$ cat src/include/psd_pkg.sv
// Constants for the PWM shutdown, sync and fractional adjust block.
// Assumes a 32-bit classic Wishbone master with word-aligned byte addresses.
package psd_pkg;
	// Register byte offsets
	localparam logic [7:0] ADR_CTRL = 8'h00;
	localparam logic [7:0] ADR_ASDC = 8'h04;
	localparam logic [7:0] ADR_ASDS = 8'h08;
	localparam logic [7:0] ADR_ASDL = 8'h0C;
	localparam logic [7:0] ADR_SYNC = 8'h10;
	localparam logic [7:0] ADR_PRD  = 8'h14;
	localparam logic [7:0] ADR_PH   = 8'h18;
	localparam logic [7:0] ADR_DC   = 8'h1C;
	localparam logic [7:0] ADR_FFA  = 8'h20;
	localparam logic [7:0] ADR_STAT = 8'h24;
	// Control register fields
	localparam int CTRL_EN   = 7;
	localparam int CTRL_LD   = 6;
	localparam int MODE_LSB  = 0;
	localparam int MODE_W    = 4;
	// Shutdown control register fields
	localparam int ASDC_ASE  = 7;
	localparam int ASDC_EN   = 6;
	localparam int ASDC_OV   = 5;
	localparam int ASDC_ARS  = 4;
	// Sync control register fields
	localparam int SYNC_POF  = 7;
	// Status register fields
	localparam int STAT_HOLD = 5;
	localparam int STAT_WAVE = 4;
	// Fractional adjust width
	localparam int FFA_W     = 4;
	// Operating modes
	localparam logic [3:0] MODE_FIX_SGL = 4'hA;
	localparam logic [3:0] MODE_FIX_CMP = 4'hB;
	// Reset values
	localparam logic [15:0] PRD_RST = 16'hFFFF;
	localparam logic [15:0] ZERO16  = 16'h0000;
	// Restart state
	typedef enum logic [0:0] {
		RS_RUN  = 1'b0,
		RS_HOLD = 1'b1
	} psd_run_t;
endpackage

$ cat src/psd_core.sv
// PWM auto-shutdown, period sync and fractional frequency adjust.
// Assumes one 20 MHz clock; sync_in comes from sibling modules on it.
`timescale 1ns/100ps

module psd_core #(
	parameter int N_SRC = 4,
	parameter int N_OUT = 2,
	parameter int N_MOD = 2
) (
	// Clock and reset
	input  wire logic             clk,
	input  wire logic             rst,
	// Wishbone slave
	input  wire logic             wb_cyc_i,
	input  wire logic             wb_stb_i,
	input  wire logic             wb_we_i,
	input  wire logic [7:0]       wb_adr_i,
	input  wire logic [3:0]       wb_sel_i,
	input  wire logic [31:0]      wb_dat_i,
	output logic      [31:0]      wb_dat_o,
	output logic                  wb_ack_o,
	// Shutdown sources from pins
	input  wire logic [N_SRC-1:0] asd_src_i,
	// Sync to and from sibling modules
	input  wire logic [N_MOD-1:0] sync_in,
	output logic                  sync_out,
	// Pins and event
	output logic      [N_OUT-1:0] pwm_out,
	output logic                  asd_event
);
	typedef struct packed {
		logic             ack;
		logic [31:0]      dat;
		logic             en;
		logic             ld;
		logic [3:0]       mode;
		logic             asde;
		logic             asden;
		logic             ovr;
		logic             arsen;
		logic             by_src;
		logic [N_SRC-1:0] sel;
		logic [N_OUT-1:0] lvl;
		logic             pofst;
		logic [N_MOD-1:0] slv;
		logic [15:0]      prd_r;
		logic [15:0]      ph_r;
		logic [15:0]      dc_r;
		logic [15:0]      prd_b;
		logic [15:0]      ph_b;
		logic [15:0]      dc_b;
		logic [3:0]       ffa;
		logic [3:0]       acc;
		logic             ext;
		logic [15:0]      cnt;
		logic             wave;
		psd_pkg::psd_run_t run;
		logic [N_OUT-1:0] pwm;
		logic             sync_o;
		logic             rise_d;
		logic             irq;
		logic [N_SRC-1:0] s1;
		logic [N_SRC-1:0] s2;
		logic [N_SRC-1:0] s3;
		logic [N_SRC-1:0] src;
	} psd_state_t;

	psd_state_t q;
	psd_state_t n;

	logic        acc_wr;
	logic        wr_ctrl;
	logic        wr_asdc;
	logic        hit;
	logic        fixed;
	logic        per_ev;
	logic        rise_ev;
	logic        ovr_on;
	logic [16:0] end_cnt;
	logic [4:0]  acc_sum;
	logic [N_OUT-1:0] wave_v;

	// Write commits at the edge where the master sees ack
	assign acc_wr  = wb_cyc_i & wb_stb_i & wb_we_i & q.ack & wb_sel_i[0];
	assign wr_ctrl = acc_wr & (wb_adr_i == psd_pkg::ADR_CTRL);
	assign wr_asdc = acc_wr & (wb_adr_i == psd_pkg::ADR_ASDC);
	// Stable filtered levels, not edges
	assign hit     = q.asden & |(q.src & q.sel);
	assign fixed   = (q.mode == psd_pkg::MODE_FIX_SGL) | (q.mode == psd_pkg::MODE_FIX_CMP);
	assign end_cnt = {1'b0, q.prd_b} + {16'h0000, q.ext & fixed};
	assign per_ev  = q.en & (({1'b0, q.cnt} >= end_cnt) | |(sync_in & q.slv));
	assign rise_ev = q.en & (q.cnt == q.ph_b);
	assign ovr_on  = q.asde | q.ovr | (q.run == psd_pkg::RS_HOLD);
	assign acc_sum = {1'b0, q.acc} + {1'b0, q.ffa};

	always_comb begin
		n = q;
		n.irq = 1'b0;
		// Three-stage pin filter; s1 feeds only s2
		n.s1 = asd_src_i;
		n.s2 = q.s1;
		n.s3 = q.s2;
		for (int i = 0; i < N_SRC; i++) begin
			if (q.s2[i] == q.s3[i]) begin
				n.src[i] = q.s3[i];
			end
		end
		// Bus answer one cycle after request, dropped next cycle
		n.ack = wb_cyc_i & wb_stb_i & ~q.ack;
		if (wb_cyc_i & wb_stb_i & ~q.ack) begin
			n.dat = 32'h0000_0000;
			case (wb_adr_i)
				psd_pkg::ADR_CTRL: begin
					n.dat[psd_pkg::CTRL_EN] = q.en;
					n.dat[psd_pkg::CTRL_LD] = q.ld;
					n.dat[psd_pkg::MODE_LSB +: psd_pkg::MODE_W] = q.mode;
				end
				psd_pkg::ADR_ASDC: begin
					n.dat[psd_pkg::ASDC_ASE] = q.asde;
					n.dat[psd_pkg::ASDC_EN] = q.asden;
					n.dat[psd_pkg::ASDC_OV] = q.ovr;
					n.dat[psd_pkg::ASDC_ARS] = q.arsen;
				end
				psd_pkg::ADR_ASDS: n.dat[N_SRC-1:0] = q.sel;
				psd_pkg::ADR_ASDL: n.dat[N_OUT-1:0] = q.lvl;
				psd_pkg::ADR_SYNC: begin
					n.dat[psd_pkg::SYNC_POF] = q.pofst;
					n.dat[N_MOD-1:0] = q.slv;
				end
				psd_pkg::ADR_PRD: n.dat[15:0] = q.prd_r;
				psd_pkg::ADR_PH: n.dat[15:0] = q.ph_r;
				psd_pkg::ADR_DC: n.dat[15:0] = q.dc_r;
				psd_pkg::ADR_FFA: n.dat[psd_pkg::FFA_W-1:0] = q.ffa;
				psd_pkg::ADR_STAT: begin
					n.dat[psd_pkg::STAT_HOLD] = (q.run == psd_pkg::RS_HOLD);
					n.dat[psd_pkg::STAT_WAVE] = q.wave;
					n.dat[psd_pkg::FFA_W-1:0] = q.acc;
				end
				default: n.dat = 32'h0000_0000;
			endcase
		end
		// Buffered copy at the period event
		if (q.en & q.ld & per_ev) begin
			n.prd_b = q.prd_r;
			n.ph_b = q.ph_r;
			n.dc_b = q.dc_r;
			n.ld = 1'b0;
		end
		if (acc_wr) begin
			case (wb_adr_i)
				psd_pkg::ADR_CTRL: begin
					n.en = wb_dat_i[psd_pkg::CTRL_EN];
					// Software set beats the hardware clear
					n.ld = wb_dat_i[psd_pkg::CTRL_LD] | n.ld;
					n.mode = wb_dat_i[psd_pkg::MODE_LSB +: psd_pkg::MODE_W];
				end
				psd_pkg::ADR_ASDC: begin
					n.asden = wb_dat_i[psd_pkg::ASDC_EN];
					n.ovr = wb_dat_i[psd_pkg::ASDC_OV];
					n.arsen = wb_dat_i[psd_pkg::ASDC_ARS];
					if (wb_dat_i[psd_pkg::ASDC_ASE]) begin
						n.asde = 1'b1;
					end else if (!hit) begin
						n.asde = 1'b0;
						n.by_src = 1'b0;
					end
				end
				psd_pkg::ADR_ASDS: n.sel = wb_dat_i[N_SRC-1:0];
				psd_pkg::ADR_ASDL: n.lvl = wb_dat_i[N_OUT-1:0];
				psd_pkg::ADR_SYNC: begin
					n.pofst = wb_dat_i[psd_pkg::SYNC_POF];
					n.slv = wb_dat_i[N_MOD-1:0];
				end
				psd_pkg::ADR_PRD: n.prd_r = wb_dat_i[15:0];
				psd_pkg::ADR_PH: n.ph_r = wb_dat_i[15:0];
				psd_pkg::ADR_DC: n.dc_r = wb_dat_i[15:0];
				psd_pkg::ADR_FFA: n.ffa = wb_dat_i[psd_pkg::FFA_W-1:0];
				default: n.irq = 1'b0;
			endcase
			// Idle module: writes land in the buffers too
			if (!q.en) begin
				n.prd_b = n.prd_r;
				n.ph_b = n.ph_r;
				n.dc_b = n.dc_r;
			end
		end
		// Auto restart only undoes a source-caused shutdown
		if (q.arsen & q.by_src & q.asde & ~hit) begin
			n.asde = 1'b0;
			n.by_src = 1'b0;
		end
		// Sources win over any clear in the same cycle
		if (hit) begin
			n.asde = 1'b1;
			n.by_src = 1'b1;
		end
		n.irq = n.asde & ~q.asde;
		// Resume only at a period event after the flag drops
		case (q.run)
			psd_pkg::RS_RUN: begin
				if (n.asde) begin
					n.run = psd_pkg::RS_HOLD;
				end
			end
			psd_pkg::RS_HOLD: begin
				if (!q.asde & !n.asde & per_ev) begin
					n.run = psd_pkg::RS_RUN;
				end
			end
			default: n.run = psd_pkg::RS_HOLD;
		endcase
		// Period counter
		if (!q.en) begin
			n.cnt = psd_pkg::ZERO16;
		end else if (per_ev) begin
			n.cnt = psd_pkg::ZERO16;
		end else begin
			n.cnt = q.cnt + 16'h0001;
		end
		// Fractional adjust, only in fixed duty modes
		if (per_ev) begin
			if (fixed) begin
				{n.ext, n.acc} = acc_sum;
			end else begin
				n.ext = 1'b0;
			end
		end
		// Waveform
		if (!q.en) begin
			n.wave = 1'b0;
		end else if (fixed) begin
			if (per_ev) begin
				n.wave = ~q.wave;
			end
		end else if (q.pofst ? per_ev : rise_ev) begin
			n.wave = 1'b1;
		end else if (q.cnt == q.dc_b) begin
			n.wave = 1'b0;
		end
		wave_v = '0;
		wave_v[0] = q.wave;
		wave_v[1] = (q.mode == psd_pkg::MODE_FIX_CMP) ? ~q.wave : 1'b0;
		n.pwm = ovr_on ? q.lvl : wave_v;
		// Sync out: one clock behind period, two behind rising
		n.rise_d = rise_ev;
		n.sync_o = q.pofst ? q.rise_d : per_ev;
	end

	always_ff @(posedge clk or posedge rst) begin
		if (rst) begin
			q <= '0;
			q.prd_r <= psd_pkg::PRD_RST;
			q.prd_b <= psd_pkg::PRD_RST;
		end else begin
			q <= n;
		end
	end

	assign wb_dat_o  = q.dat;
	assign wb_ack_o  = q.ack;
	assign pwm_out   = q.pwm;
	assign sync_out  = q.sync_o;
	assign asd_event = q.irq;
endmodule

$ cat config.mk
export PLATFORM = sky130hd
export DESIGN_NAME = psd_core
export DESIGN_NICKNAME = d
export VERILOG_FILES = /design/src/include/psd_pkg.sv /design/src/psd_core.sv
export SDC_FILE = /design/constraint.sdc
export NUM_CORES = 1
export LEC_CHECK = 0
export CELL_PAD_IN_SITES_DETAIL_PLACEMENT = 1
export CELL_PAD_IN_SITES_GLOBAL_PLACEMENT = 2
export CORE_MARGIN = 2
export CORE_UTILIZATION = 37
export CTS_BUF_LIST = sky130_fd_sc_hd__clkbuf_4 sky130_fd_sc_hd__clkbuf_8
export CTS_CLUSTER_SIZE = 8
export DETAILED_ROUTE_END_ITERATION = 10
export DONT_BUFFER_PORTS = 1
export GPL_ROUTABILITY_DRIVEN = 0
export PLACE_DENSITY_LB_ADDON = 0.3
export SLEW_MARGIN = 20
export SYNTH_ARGS = -nofsm -noshare
export SYNTH_HDL_FRONTEND = slang
export SYNTH_SLANG_ARGS = --single-unit
$ cat constraint.sdc
create_clock -name clk -period 7.91 [get_ports clk]
set_input_delay 0 -clock clk [delete_from_list [all_inputs] [get_ports clk]]
set_output_delay 0 -clock clk [all_outputs]
set_load 0.02 [all_outputs]
Word level (Yosys, flattened, before mapping)
Cells that the tools add are included.
{"block": "totals", "regBits": 181, "latch_bits": 0, "mem_bits_rw": 0, "rom_bits": 0, "wordCells": 148, "n_memories": 0}
{"block": "op_classes", "n_addsub": 3, "mul": 0, "div": 0, "n_lt_le_gt_ge": 1, "eq_ne": 20, "shifts": 0, "n_mux": 42, "n_bitwise": 29, "n_reduce_logical": 16}
{"cell": "two-way mux 119 bit", "count": 1}
{"cell": "two-way mux 48 bit", "count": 2}
{"cell": "two-way mux 16 bit", "count": 5}
{"cell": "equality test 16 bit", "count": 2}
{"cell": "equality test 8 x 5 -> 1 bit (second input constant)", "count": 4}
{"cell": "one-hot mux 8 bit (3 select lines)", "count": 1}
{"cell": "two-way mux 1 bit", "count": 20}
{"cell": "one-hot mux 2 bit (9 select lines)", "count": 1}
{"cell": "adder 16 x 1 -> 17 bit", "count": 1}
{"cell": "bitwise AND 1 bit", "count": 17}
{"cell": "greater-or-equal comparator 16 x 17 -> 1 bit", "count": 1}
{"cell": "adder 16 x 1 -> 16 bit (second input constant)", "count": 1}
{"cell": "equality test 8 x 4 -> 1 bit (second input constant)", "count": 2}
{"cell": "equality test 8 x 6 -> 1 bit (second input constant)", "count": 2}
{"cell": "AND reduction 2 bit", "count": 8}
{"cell": "one-hot mux 2 bit (7 select lines)", "count": 1}
{"cell": "two-way mux 5 bit", "count": 2}
{"cell": "one-hot mux 2 bit (5 select lines)", "count": 1}
{"cell": "equality test 4 bit (second input constant)", "count": 2}
{"cell": "equality test 8 x 3 -> 1 bit (second input constant)", "count": 1}
{"cell": "logical NOT 8 bit", "count": 1}
{"cell": "two-way mux 4 bit", "count": 2}
{"cell": "one-hot mux 1 bit (6 select lines)", "count": 1}
{"cell": "nonzero test 3 bit", "count": 2}
{"cell": "other kinds (17)", "count": 30}

Longest topological paths before layout
{"block": "depth", "word_depth": 19, "depth_mapped": 18}

Worst setup path after synthesis
Ideal clock, no wire load.
{"block": "synth_timing", "kind": "reg-to-reg", "startpoint": "register q[160] in the netlist's numbering", "endpoint": "register q[86] in the netlist's numbering", "arrival_time_ns": 3.755, "required_ns": 7.827, "setup_slack_ns": 4.071, "stages_incl_launch_ff": 17, "path_buffers": 1, "synth_period_minus_slack_ns": 3.839, "path_cell_list": "dfrtp_1 -> and3b_1 -> and2_1 -> ha_1 -> ha_1 -> nand3_1 -> or2_2 -> xor2_1 -> ha_1 -> a211oi_1 -> nor2_1 -> a2111oi_0 -> o221ai_1 -> nand2_1 -> o22ai_2 -> buf_2 -> a221o_1"}
{"element": "start, declared", "line_no": "psd_core.sv:68", "rtl": "psd_state_t q;"}
{"element": "start signal, assigned", "line_no": "psd_core.sv:255", "rtl": "q <= n;"}

==> impl_metrics.csv <==
group,metric,value,unit
clock_network,cts_buffers,17,
sta,finalSetupTns,0,ps
die,rows,58,
layout,final_cells,1164,
pwr,switching_share,29.12,%
drt,wl_met3,1081,µm
grt,overflow,0,
grt,antenna_found_initial,3,
sta,finalSetupViolations,0,
place,dp.cells,1097,
clock_network,clk_path_buf_depth,2,
critical_path,slowest_delay,860,ps
layout,multi_input_area,4235,µm²
logic_synthesis,netlist_instances,829,
critical_path,crit_slowest_cell,"o22ai_2",
clock_network,ctsResizeCount,0,
clock_network,cts_tree,"yes",
pwr,intPower,1245,µW
logic_synthesis,synth-seq-cells,181,
critical_path,critical_path_buf_inv_count,0,
outcome,status,"completed",
sta,tightest_slew,1087,ps
critical_path,critPathCaptureType,"flip-flop",
sta,hold_viol,0,
clock_network,ctsHoldBuffers,31,
pwr,p_sw,511.4,µW
die,initial_utilization,37.29,%
logic_synthesis,yosysSeqAreaShare,49.08,%
pwr,combPwrFrac,6.6,%
drt,drt_iter0_drc,408,
layout,n_fill_cell,2746,
clock_network,cts_max_level,4,
grt,grt_pass1_vias,6959,
critical_path,start_kind,"flip-flop",
die,dieArea,26450,µm²
clock_network,clk_latency,480,ps
logic_synthesis,synthFlopType,"dfrtp_1",
pwr,leakagePower,0.004522,µW
pwr,total_power,1757,µW
drt,wl_per_cell,23.50,µm
clock_network,root_buffer,"clkbuf_8",
drt,drt_pass1_iterations,4,
layout,seqCellArea,4569,µm²
critical_path,critPathMaxFanout,16,
clock_network,clkSlewWorstSetupHoldPaths,120,ps
logic_synthesis,async_flop_share,100.0,%
job,cap_violations,0,
logic_synthesis,syn_area,9310,µm²
layout,fin_nets,896,
drt,routed_wl,27350,µm
drt,drc,0,
clock_network,clock-sinks,181,
place,hpwl,18820,µm
critical_path,crit_type,"flip-flop to flip-flop",
grt,grt_pass1_wl,42510,µm
die,die_h,162.6,µm
grt,grt_usage,21.53,%
sta,timing.fmax,183.5,MHz
drt,route.antenna.remaining_nets,0,
logic_synthesis,synth_top_area_share,40.05,%
critical_path,cpMostUsedCell,"ha_1",
drt,wl_met2,13240,µm
logic_synthesis,synth_cell_types,62,
logic_synthesis,synth_edf_count,0,
place,numPortBuffers,0,
sta,slew_headroom,26.50,%
sta,fin_crit,5449,ps
drt,routedLengthMet1,12650,µm
sta,rsz0062_at_grt,"false",
sta,timing.final.crit_share,68.89,%
clock_network,cts_setup_buffers,0,
pwr,clock_power_share,37.5,%
logic_synthesis,avgSynthCellArea,11.23,µm²
sta,slew_viol_final,0,
critical_path,crit_required,8310,ps
pwr,powerDensity,173.6,nW/µm²
grt,grt_max_degree,68,
die,ios,92,
drt,vias,6523,
drt,vias_per_cell,5.604,
drt,top_layer,"met4",
critical_path,cp_cell_sequence,"and3b_1, and2_1, ha_1, ha_1, nand3_1, or2_2, nor2_1, xnor2_1, ha_1, nand4_1, nor4_1, nor3b_1, o221ai_1, nand2_1, o22ai_2, a221o_1",
logic_synthesis,yosysWarnings,0,
critical_path,crit_arrival,5850,ps
pwr,p_seq_share,55.9,%
die,die_w,162.6,µm
logic_synthesis,synth_area_leader_cell,"dfrtp_1",
layout,drive_above_1_share,20.48,%
die,fp.coreArea,24960,µm²
min_path,min_path_type,"input port to flip-flop",
layout,syn_to_final_growth,8.655,%
pwr,ir_drop,0.1009,mV
sta,finalClockSkew,25.57,ps
critical_path,cp_top_family,"simple AND/OR/NAND/NOR gates",
logic_synthesis,synth_area_leaders,"dfrtp_1 (40%), mux2_2 (9.9%), dfstp_2 (9.0%)",
## metal layers
layer	global-route usage (%)	vias up
met3	4.125	19
li1	-	2925
met4	6.074	0
met1	29.66	3453
met5	0	-
met2	34.76	126
## Yosys cell counts (all sizes together) (3+ instances only)
master  count
dfrtp     149
mux2       84
nor2       51
buf        48
nand2      45
xor2       45
o21ai      41
and3       40
a221o      34
clkbuf     34
dfstp      32
a22oi      26
inv        26
ha         23
nand4      18
xnor2      18
nand3      14
nor4       13
a21oi       9
and2        8
a31oi       7
a221oi      6
mux2i       6
maj3        4
a22o        3
mux4        3
nand3b      3
nor2b       3
o22ai       3
or2         3
## cells in the final DEF, fill, tap and decap left out, types with 8 or more instances in the layout
master / netlist / layout
and2_1: 8 / 8
mux2_2: 82 / 82
a22oi_1: 26 / 26
nand3_1: 14 / 14
dfrtp_1: 149 / 149
xor2_1: 45 / 45
clkbuf_8: 0 / 17
and3_1: 40 / 40
o21ai_0: 41 / 41
nand2_1: 45 / 45
clkinv_8: 0 / 8
xnor2_1: 18 / 18
dfstp_2: 32 / 32
a221o_1: 34 / 34
inv_1: 26 / 25
nand4_1: 18 / 18
dlygate4sd3_1: 0 / 30
nor2_1: 49 / 49
nor4_1: 13 / 12
a21oi_1: 9 / 9
conb_1: 1 / 16
ha_1: 23 / 23
## sequential cells by signal (all words and copies together) (netlist names)
signal     count
asd_event      1
n              8
pwm_out        2
q            152
sync_out       1
wb_ack_o       1
wb_dat_o      16
## power groups by stage
stage          sequential [µW]  clock, µW  combinational, µW
6_report                   981        659                116
4_1_cts                    982        678                117
5_1_grt                    986        719                129
2_1_floorplan              988          0               90.0
3_3_place_gp               998          0               87.6
3_5_place_dp               999          0               90.6
## cell type report
class	count	share of cell area, %
clock inverters	14	1.806
clock buffers	18	2.387
diodes	4	0.09895
multi-input cells	554	41.87
inverters	27	1.051
well taps	330	4.082
flip-flops and latches	181	45.17
repair buffers	36	3.537
## worst reg2reg max path, stage by stage, from the launching register on
cell      delay, ps
dfrtp_1         440
and3b_1         330
and2_1          210
ha_1            220
ha_1            270
nand3_1         190
or2_2           360
nor2_1          150
xnor2_1          80
ha_1            290
nand4_1         170
nor4_1          340
nor3b_1         120
o221ai_1        610
nand2_1         440
o22ai_2         870
a221o_1         300
## through the flow
| stage | hold WS, ps | util (%) | instance area (µm²) | worst slack [ps] |
|---|---|---|---|---|
| floorplan | 31.43 | - | 9366 | 3048 |
| global placement | -12.82 | 37.47 | 9355 | 2653 |
| detailed placement | -3.987 | 37.47 | 9355 | 2512 |
| CTS | 1.535 | 40.46 | 10100 | 2468 |
| global route | 12.31 | 40.51 | 10110 | 2151 |
| finish | 18.89 | 40.52 | 10120 | 2461 |
## kinds of logic (layout without fill, tap and decap cells)
family	Yosys count	after routing	synth area share [%]
AOI/OAI and AO/OA	142	142	11.40
other	1	20	0.04028
xor gates and xnor gates	63	63	5.927
muxes	93	93	11.53
adders and majority gates	28	28	3.736
buffers and inverters	109	95	6.262
DFF	181	181	49.08
and+or+nand+nor	212	212	12.03
## final timing paths
kind | start | endpoint | slack [ps] | depth (start not counted)
worst max-delay path | q[160]$_DFFE_PP0P_ | q[92]$_DFF_PP1_ | 2460 | 16
worst max register to register | q[160]$_DFFE_PP0P_ | q[92]$_DFF_PP1_ | 2460 | 16
worst min register to register | n[10]$_DFF_PP0_ | n[6]$_DFF_PP0_ | 360 | 0
min in group asynchronous | rst | q[96]$_DFFE_PP0P_ | 110 | 2
max in group asynchronous | rst | q[46]$_DFFE_PP0P_ | 6560 | 3
worst min-delay path | wb_adr_i[2] | wb_dat_o[14]$_DFFE_PP0P_ | 20 | 2
Note: power is estimated with default switching activity, not from simulation.
